$ cat src/boot_loader_pkg.sv
// Constants shared by the serial memory boot loader
package boot_loader_pkg;
   localparam logic [7:0] READ_OPCODE = 8'h03;
   localparam logic [7:0] START_ADDR = 8'h00;
   localparam logic [7:0] OP_WRITE_MASK = 8'h80;
   localparam logic [7:0] OP_CTRL_WRITE = 8'h78;
   localparam logic [7:0] OP_MODES_WRITE = 8'h60;
   localparam logic [7:0] OP_MASK_WRITE = 8'h74;
   localparam logic [7:0] OP_CONTINUOUS = 8'he8;
   localparam logic [23:0] CTRL_STOP_BIT = 24'h000100;
   localparam int CLK_HZ = 10000000;
   localparam int SCLK_HZ = 500000;
   localparam int HALF_PERIOD = CLK_HZ / (2 * SCLK_HZ);
   localparam logic [3:0] HALF_CYCLES = 4'(HALF_PERIOD);
   localparam logic [2:0] BYTE_LAST_BIT = 3'h7;
   localparam logic [1:0] DATA_BYTES = 2'h3;
   localparam int CMD_ONLY_POS = 7;
   localparam int LSD_BIT_POS = 2;
   typedef enum logic [2:0] {
      ST_IDLE = 3'b000,
      ST_INIT = 3'b001,
      ST_CMD = 3'b010,
      ST_ADDR = 3'b011,
      ST_FETCH = 3'b100,
      ST_EXEC = 3'b101,
      ST_DONE = 3'b110
   } state_t;
endpackage : boot_loader_pkg

$ cat src/sclk_divider.sv
// Serial clock half-period enable divider
`timescale 1ns/1ns
module sclk_divider (
   input wire logic clk,
   input wire logic rst,
   input wire logic run,
   output logic tick
);
   logic [3:0] count;

   always_ff @(posedge clk or posedge rst) begin
      if (rst) begin
         count <= 4'h0;
         tick <= 1'b0;
      end else if (!run) begin
         count <= 4'h0;
         tick <= 1'b0;
      end else if (count == boot_loader_pkg::HALF_CYCLES - 4'h1) begin
         count <= 4'h0;
         tick <= 1'b1;
      end else begin
         count <= count + 4'h1;
         tick <= 1'b0;
      end
   end
endmodule : sclk_divider

$ cat src/serial_eeprom_boot_loader.sv
// Boot loader that fetches and executes commands from a serial memory
`timescale 1ns/1ns
module serial_eeprom_boot_loader (
   input wire logic clk,
   input wire logic rst,
   input wire logic mode_strap,
   input wire logic init_done,
   input wire logic sdi,
   output logic cs_n,
   output logic cs_oe,
   output logic sclk,
   output logic sclk_oe,
   output logic sdo,
   output logic cmd_valid,
   output logic [7:0] cmd_opcode,
   output logic [23:0] cmd_data,
   output logic cmd_has_data,
   output logic modes_write,
   output logic mask_write,
   output logic low_supply_detect_mask_bit,
   output logic conv_start,
   output logic busy,
   output logic done
);
   boot_loader_pkg::state_t state;
   logic strap;
   logic tick;
   logic [2:0] sdi_sync;
   logic [2:0] strap_sync;
   logic sdi_level;
   logic [7:0] shift_out;
   logic [7:0] shift_in;
   logic [2:0] bit_idx;
   logic [1:0] data_left;
   logic [7:0] opcode;
   logic [23:0] data;
   logic sampled;

   // ***************************************
   // Opcode decoding for the parser and level settling for the synchronisers
   // ***************************************
   function automatic logic takes_data(input logic [7:0] op);
      takes_data = !op[boot_loader_pkg::CMD_ONLY_POS];
   endfunction : takes_data

   // A pin level counts only once the second and third stages agree
   function automatic logic settled(input logic [2:0] sync);
      settled = sync[1] == sync[2];
   endfunction : settled

   sclk_divider u_div (
      .clk(clk),
      .rst(rst),
      .run(state == boot_loader_pkg::ST_CMD || state == boot_loader_pkg::ST_ADDR
         || state == boot_loader_pkg::ST_FETCH),
      .tick(tick)
   );

   // ***************************************
   // Strap capture and input synchroniser
   // ***************************************
   // Strap chain has no reset, so it is full when reset ends; a reset value would pose as a strap level
   always_ff @(posedge clk) begin
      strap_sync <= {strap_sync[1:0], mode_strap};
   end

   always_ff @(posedge clk or posedge rst) begin
      if (rst) begin
         sdi_sync <= 3'h0;
         sdi_level <= 1'b0;
      end else begin
         sdi_sync <= {sdi_sync[1:0], sdi};
         if (settled(sdi_sync)) begin
            sdi_level <= sdi_sync[2];
         end
      end
   end

   always_ff @(posedge clk or posedge rst) begin
      if (rst) begin
         strap <= 1'b0;
      end else if (state == boot_loader_pkg::ST_IDLE && settled(strap_sync)) begin
         strap <= strap_sync[2];
      end
   end

   // ***************************************
   // Sequencer
   // ***************************************
   always_ff @(posedge clk or posedge rst) begin
      if (rst) begin
         state <= boot_loader_pkg::ST_IDLE;
         cs_n <= 1'b1;
         cs_oe <= 1'b0;
         sclk <= 1'b0;
         sclk_oe <= 1'b0;
         sdo <= 1'b0;
         shift_out <= 8'h00;
         shift_in <= 8'h00;
         bit_idx <= 3'h0;
         data_left <= 2'h0;
         opcode <= 8'h00;
         data <= 24'h000000;
         sampled <= 1'b0;
         busy <= 1'b0;
         done <= 1'b0;
      end else begin
         unique case (state)
            boot_loader_pkg::ST_IDLE: begin
               if (settled(strap_sync)) begin
                  state <= boot_loader_pkg::ST_INIT;
               end
            end
            boot_loader_pkg::ST_INIT: begin
               cs_oe <= strap;
               sclk_oe <= strap;
               if (!strap) begin
                  state <= boot_loader_pkg::ST_DONE;
               end else if (init_done) begin
                  state <= boot_loader_pkg::ST_CMD;
                  cs_n <= 1'b0;
                  busy <= 1'b1;
                  // Only the read opcode is ever loaded, so no write can reach the memory
                  shift_out <= {boot_loader_pkg::READ_OPCODE[6:0], 1'b0};
                  sdo <= boot_loader_pkg::READ_OPCODE[7];
                  bit_idx <= 3'h0;
               end
            end
            boot_loader_pkg::ST_CMD, boot_loader_pkg::ST_ADDR, boot_loader_pkg::ST_FETCH: begin
               if (tick) begin
                  sclk <= !sclk;
                  if (!sclk) begin
                     shift_in <= {shift_in[6:0], sdi_level};
                  end else begin
                     sdo <= shift_out[7];
                     shift_out <= {shift_out[6:0], 1'b0};
                     bit_idx <= bit_idx + 3'h1;
                     if (bit_idx == boot_loader_pkg::BYTE_LAST_BIT) begin
                        if (state == boot_loader_pkg::ST_CMD) begin
                           state <= boot_loader_pkg::ST_ADDR;
                           sdo <= boot_loader_pkg::START_ADDR[7];
                           shift_out <= {boot_loader_pkg::START_ADDR[6:0], 1'b0};
                        end else if (state == boot_loader_pkg::ST_ADDR) begin
                           state <= boot_loader_pkg::ST_FETCH;
                           sdo <= 1'b0;
                           data_left <= 2'h0;
                        end else begin
                           sampled <= 1'b1;
                        end
                     end
                  end
               end
               if (sampled) begin
                  sampled <= 1'b0;
                  if (data_left == 2'h0) begin
                     opcode <= shift_in;
                     if (takes_data(shift_in)) begin
                        data_left <= boot_loader_pkg::DATA_BYTES;
                     end else begin
                        state <= boot_loader_pkg::ST_EXEC;
                     end
                  end else begin
                     data <= {data[15:0], shift_in};
                     data_left <= data_left - 2'h1;
                     if (data_left == 2'h1) begin
                        state <= boot_loader_pkg::ST_EXEC;
                     end
                  end
               end
            end
            boot_loader_pkg::ST_EXEC: begin
               // Clock is parked low between entries so the memory sees no extra edge
               if (opcode == boot_loader_pkg::OP_CTRL_WRITE && (data & boot_loader_pkg::CTRL_STOP_BIT) != 24'h0) begin
                  state <= boot_loader_pkg::ST_DONE;
                  cs_n <= 1'b1;
                  busy <= 1'b0;
               end else begin
                  state <= boot_loader_pkg::ST_FETCH;
                  data_left <= 2'h0;
               end
            end
            boot_loader_pkg::ST_DONE: begin
               cs_n <= 1'b1;
               sclk <= 1'b0;
               busy <= 1'b0;
               done <= 1'b1;
            end
            default: begin
               state <= boot_loader_pkg::ST_IDLE;
            end
         endcase
      end
   end

   // ***************************************
   // Command execution strobes
   // ***************************************
   always_ff @(posedge clk or posedge rst) begin
      if (rst) begin
         cmd_valid <= 1'b0;
         cmd_opcode <= 8'h00;
         cmd_data <= 24'h000000;
         cmd_has_data <= 1'b0;
         modes_write <= 1'b0;
         mask_write <= 1'b0;
         conv_start <= 1'b0;
         low_supply_detect_mask_bit <= 1'b0;
      end else begin
         cmd_valid <= state == boot_loader_pkg::ST_EXEC;
         modes_write <= state == boot_loader_pkg::ST_EXEC && opcode == boot_loader_pkg::OP_MODES_WRITE;
         mask_write <= state == boot_loader_pkg::ST_EXEC && opcode == boot_loader_pkg::OP_MASK_WRITE;
         conv_start <= state == boot_loader_pkg::ST_EXEC && opcode == boot_loader_pkg::OP_CONTINUOUS;
         if (state == boot_loader_pkg::ST_EXEC) begin
            cmd_opcode <= opcode;
            cmd_data <= takes_data(opcode) ? data : 24'h000000;
            cmd_has_data <= takes_data(opcode);
            if (opcode == boot_loader_pkg::OP_MASK_WRITE) begin
               low_supply_detect_mask_bit <= data[boot_loader_pkg::LSD_BIT_POS];
            end
         end
      end
   end
endmodule : serial_eeprom_boot_loader

$ cat config.mk
export PLATFORM = sky130hd
export DESIGN_NAME = serial_eeprom_boot_loader
export DESIGN_NICKNAME = d
export VERILOG_FILES = /design/src/boot_loader_pkg.sv /design/src/sclk_divider.sv /design/src/serial_eeprom_boot_loader.sv
export SDC_FILE = /design/constraint.sdc
export NUM_CORES = 1
export LEC_CHECK = 0
export ABC_AREA = 1
export BUFFER_PORTS_ARGS = -buffer_cell sky130_fd_sc_hd__buf_2
export CAP_MARGIN = 20
export CORE_ASPECT_RATIO = 0.8
export CORE_MARGIN = 4
export CORE_UTILIZATION = 62
export DETAILED_ROUTE_END_ITERATION = 6
export PLACE_DENSITY = 0.93
export REMOVE_ABC_BUFFERS = 1
export SETUP_SLACK_MARGIN = 0.02
export SYNTH_ARGS = -nofsm -noshare
export SYNTH_HDL_FRONTEND = slang
export SYNTH_SLANG_ARGS = --single-unit
$ cat constraint.sdc
create_clock -name clk -period 4.8 [get_ports clk]
set_input_delay 0 -clock clk [delete_from_list [all_inputs] [get_ports clk]]
set_output_delay 0 -clock clk [all_outputs]
set_load 0.02 [all_outputs]
# Word-level counts from Yosys, hierarchy flattened
# Cells that the tools add are included.
# W data, S select, Z words.
classes:
  eq_ne: 23
  reduce_logical: 25
  n_addsub: 3
  n_mux: 63
  n_bitwise: 3
op_table:
  columns: ["cell", "count"]
  rows:
  - ["$mux W3", 16]
  - ["$mux W8", 6]
  - ["$eq A8 B7 Y1 const B", 3]
  - ["$mux W24", 1]
  - ["$mux W1", 20]
  - ["$mux W2", 10]
  - ["$pmux W8 S2", 1]
  - ["$pmux W3 S5", 1]
  - ["$eq A3 B3 Y1 const B", 4]
  - ["$reduce_and A3 Y1", 4]
  - ["$ne A2 B2 Y1 const B", 5]
  - ["$eq A8 B8 Y1 const B", 1]
  - ["$mux W4", 2]
  - ["$eq A3 B2 Y1 const B", 2]
  - ["$pmux W1 S3", 2]
  - ["$pmux W3 S2", 1]
  - ["$reduce_and A2 Y1", 3]
  - ["$reduce_bool A2 Y1", 3]
  - ["$logic_and A1 B1 Y1", 5]
  - ["$reduce_and A5 Y1", 1]
  - ["$add A4 B1 Y4 const B", 1]
  - ["$eq A4 B4 Y1 const B", 1]
  - ["$ne A2 B1 Y1 const B", 2]
  - ["$pmux W1 S2", 2]
  - ["other kinds (15)", 20]
word_totals:
  word_cells: 145
  output_inout_bits: 45
  input_bits: 5
  regBits: 114

# Logic depth before layout (Yosys ltp)
depth:
  ltp_word: 10
  depth_mapped: 11
  depth_no_buf: 11

# By module
# A second synthesis with hierarchy kept.
hier_totals:
  hier_cells: 501
  hier_area_um2: 4709.5
modules_own_cells:
  columns: ["module", "seq_area_each_um2", "area_each_um2", "cells_each", "instances"]
  rows:
  - ["serial_eeprom_boot_loader", 2688.8, 4479.3, 477, 1]
  - ["sclk_divider", 125.1, 230.2, 24, 1]

# Least setup slack after synthesis
# OpenSTA, ideal clock, no wires.
synth_path:
  path_kind: "reg2reg"
  startpoint: "register state[0]"
  endpoint: "register sdo"
  n_path_buf: 1
  slack_ps: 3450
  required_ps: 4679
  t_arrival_ps: 1229
  path_stages_with_launch: 10
  setup_ps: 121
  period_less_slack_ps: 1350
  cell_sequence: "dfrtp_1 nor2_1 nand2_1 nand2_2 nand2_1 nand2_1 nand3_2 buf_4 nand2_1 o21ai_1"
synth_via:
  elab_chain_len: 7
  word_cells_on_any_way: 17
  cone_classes: "eq/ne: 8; mux: 6; reduce/logical: 3"
synth_rtl:
  columns: ["item", "line", "source"]
  rows:
  - ["from (decl)", "serial_eeprom_boot_loader.sv:25", "boot_loader_pkg::state_t state;"]
  - ["from (signal assigned)", "serial_eeprom_boot_loader.sv:92", "state <= boot_loader_pkg::ST_IDLE;"]
  - ["from (signal assigned)", "serial_eeprom_boot_loader.sv:111", "state <= boot_loader_pkg::ST_INIT;"]
  - ["from (signal assigned)", "serial_eeprom_boot_loader.sv:118", "state <= boot_loader_pkg::ST_DONE;"]
  - ["$eq A3 B2 Y1", "serial_eeprom_boot_loader.sv:108, serial_eeprom_boot_loader.sv:143", null]
  - ["$mux W1", "serial_eeprom_boot_loader.sv:143", "end else if (state == boot_loader_pkg::ST_ADDR) begin"]
  - ["$mux W1", "serial_eeprom_boot_loader.sv:139", "if (state == boot_loader_pkg::ST_CMD) begin"]
  - ["$mux W1", "serial_eeprom_boot_loader.sv:138", "if (bit_idx == boot_loader_pkg::BYTE_LAST_BIT) begin"]
  - ["$mux W1", "serial_eeprom_boot_loader.sv:132", "if (!sclk) begin"]
  - ["$mux W1", "serial_eeprom_boot_loader.sv:130", "if (tick) begin"]
  - ["$pmux W1 S2", "serial_eeprom_boot_loader.sv:108", "unique case (state)"]
  - ["to (signal assigned)", "serial_eeprom_boot_loader.sv:125", "sdo <= boot_loader_pkg::READ_OPCODE[7];"]
  - ["to (signal assigned)", "serial_eeprom_boot_loader.sv:135", "sdo <= shift_out[7];"]
  - ["to (signal assigned)", "serial_eeprom_boot_loader.sv:141", "sdo <= boot_loader_pkg::START_ADDR[7];"]
  - ["to (decl)", "serial_eeprom_boot_loader.sv:13", "output logic sdo,"]
# Several ways; a longest one is shown, not always the timed one. The select of a mux whose other input is x is not followed.
# A chain may end at the register's enable or synchronous reset.

# Worst setup path after layout
layout_path:
  startpoint: "register state[1]"
  endpoint: "register cmd_opcode[5]"
layout_via:
  elab_chain_len: 1
layout_rtl:
  columns: ["item", "line", "source"]
  rows:
  - ["$eq A3 B3 Y1", "serial_eeprom_boot_loader.sv:213", "if (state == boot_loader_pkg::ST_EXEC) begin"]
  - ["to (signal assigned)", "serial_eeprom_boot_loader.sv:214", "cmd_opcode <= opcode;"]
  - ["to (decl)", "serial_eeprom_boot_loader.sv:15", "output logic [7:0] cmd_opcode,"]
# Every way passes these cells.

==> results.cfg <==
[global_routing]
grt_max_degree = 65
grt_pass1_wl_um = 18600
grtUsageTotal = 0.268
grt-ovfl-total = 0
antenna_found_initial = 0
grt_pass1_vias = 3812

[synth]
synth_edf_count = 0
synth_area_um2 = 4550
netlist_instances = 496
synth_ff_type = dfrtp_1
ys_ff_latch = 113
yosysSeqAreaShare = 0.619
synthDistinctLibCells = 31
avgSynthCellArea_um2 = 9.16
async_flop_share = 0.973
yosysWarningCount = 0

[cts]
cts_buffers = 17
htreeDepth = 4
cts_buffer_depth = 2
postCtsSetupBuffers = 0
cts.repair.resized = 0
clk_latency_ns = 0.52
clockRootBuffer = clkbuf_8
cts_sinks = 113
cts_hold_buf = 4
cts_tree = yes
clk_pin_slew_ns = 0.06

[route]
dr_wl_met2_um = 5430
highest_layer = met4
first_iter_violations = 412
drc = 0
viasPerCell = 5.80
final_antenna_net_count = 0
wire_per_inst_um = 16.9
routed_wl_um = 11000
wl_met1_um = 4350
met3_length_um = 807
vias = 3768
firstDrtPassIters = 5

[worst_setup_path]
path_cells = inv_1 > nand2_2 > nor2_4 > inv_2 > nand2_1 > o21ai_0
worstReg2RegEnd = cmd_opcode[5]
critPathLaunch = state[1]
crit_buf_inv = 2
ff2ff_setup_slack_ns = 2.60
cp_max_fo = 50
slowest_stage = inv_2
endpoint = cmd_opcode[5]
crit_cells = 6
setup.worst_path.start_class = flip-flop
cp.required_ns = 5.15
r2r-start = state[1]
crit_path_end_kind = flip-flop
arrival_ns = 2.55
cp_top_family = simple AND/OR/NAND/NOR gates
cpPeakStageDelay_ns = 0.50
path_class = flip-flop to flip-flop
reg2reg_depth = 6

[flow_run]
max_cap_viol_count = 0

[pwr]
peakVddDrop_v = 0.000325
p_per_area_nw_per_um2 = 411
p_leak_nw = 2.80

[timing]
period_share = 0.458
slew_headroom = 0.444
setup_viol = 0
min_period_ns = 2.20
layout_setup_ws_ns = 2.60
worstMarginPinSlew_ns = 0.833
hold_viol = 0
tns_ns = 0
grt_setup_unrepaired = false
timing.fmax_mhz = 455
skew_ns = 0.00827
report.final.slew_viol_count = 0

[layout]
nNetsFinal = 557
layout-drive-gt1-share = 0.171
area_delta_synth_final_pct = 19.4
final_cell_mix = nand2_1, dfrtp_1, buf_2
final_common_cell = nand2_1
antennaDiodeCount = 0

[worst_hold_path]
hold_path.class = input pin to async pin

[place]
dp_slack_ns = 2.70
io_buffer_count = 49
gp_congestion = 0.919
hpwl_um = 6250

[floorplanning]
core_area_um2 = 6990
dieArea_um2 = 8770
rows = 27
ios = 50
die_w_um = 104
start_util = 0.650
die_h_um = 84.6

[status]
outcome = completed
-- kinds of logic (layout without fill, tap and decap cells) --
family	after synthesis	in the layout	synth area share
DFF	113	113	0.619
AOI/OAI and AO/OA	83	83	0.0980
and+or+nand+nor	229	229	0.209
adders and majority gates	3	3	0.00771
xor gates and xnor gates	1	1	0.00193
buffers and inverters	67	134	0.0639
-- sequential cells by signal, summed over array words and instances, names as in the netlist, 4 cells and up --
name	cells
cmd_data	24
data	24
cmd_opcode	8
opcode	8
shift_in	8
shift_out	7
u_div.count	4
-- stage by stage --
stage	hold WS [ns]	cells	util	total power [mW]	cell area, um2
2_1_floorplan	0.0277	476	-	0.994	4430
3_3_place_gp	0.0957	614	0.687	1.00	4800
3_5_place_dp	0.106	614	0.687	1.00	4800
4_1_cts	0.102	650	0.776	2.23	5430
5_1_grt	0.138	650	0.776	2.28	5430
6_report	0.0867	650	0.776	2.23	5430
-- worst min-delay path, delay by kind of cell --
family / cells / cell delay [ns]
buffers and inverters: 3 / 1.07
-- final cells by class --
type / count / area (um2)
clock buffers: 19 / 422
clock inverters: 13 / 163
fillers: 406 / 1570
inverters: 47 / 179
multi-input cells: 316 / 1440
flip-flops and latches: 113 / 2810
well taps: 87 / 109
repair buffers: 55 / 300
-- power breakdown --
part	switching [mW]	internal (mW)	leakage (nW)
Clock	0.452	0.790	0.278
Combinational	0.0212	0.00578	0.994
Sequential	0.00230	0.958	1.53
-- routing by layer --
metal / track usage / up-vias
li1: - / 1695
met1: 0.323 / 1831
met2: 0.438 / 197
met3: 0.0853 / 45
met4: 0.140 / 0
met5: 0 / -
-- worst min-delay path by stage --
| stage | from | to | slack, ns | cells past startpoint |
|---|---|---|---|---|
| 3_5_place_dp | rst | sdo | 0.11 | 2 |
| 3_3_place_gp | rst | sdo | 0.1 | 2 |
| 6_report | rst | shift_out[5] | 0.09 | 3 |
| 4_1_cts | mode_strap | strap_sync[0] | 0.10 | 2 |
| 2_1_floorplan | mode_strap | strap_sync[0] | 0.03 | 0 |
| 5_1_grt | mode_strap | strap_sync[0] | 0.14 | 2 |
-- cell usage after synthesis, drive strengths merged, types with 2 or more instances --
master | number | area share
nand2 | 157 | 0.13
dfrtp | 109 | 0.60
ha | 2 | 0.0055
nor2 | 31 | 0.028
a31oi | 2 | 0.0028
o21ai | 59 | 0.065
a21oi | 11 | 0.012
nor4 | 3 | 0.0041
nand3 | 33 | 0.040
or2 | 2 | 0.0028
nor3 | 2 | 0.0022
clkbuf | 5 | 0.0041
o31ai | 9 | 0.015
o21a | 2 | 0.0033
dfxtp | 3 | 0.013
inv | 47 | 0.039
buf | 15 | 0.021
No activity file was read; power rests on OpenSTA's default activity.
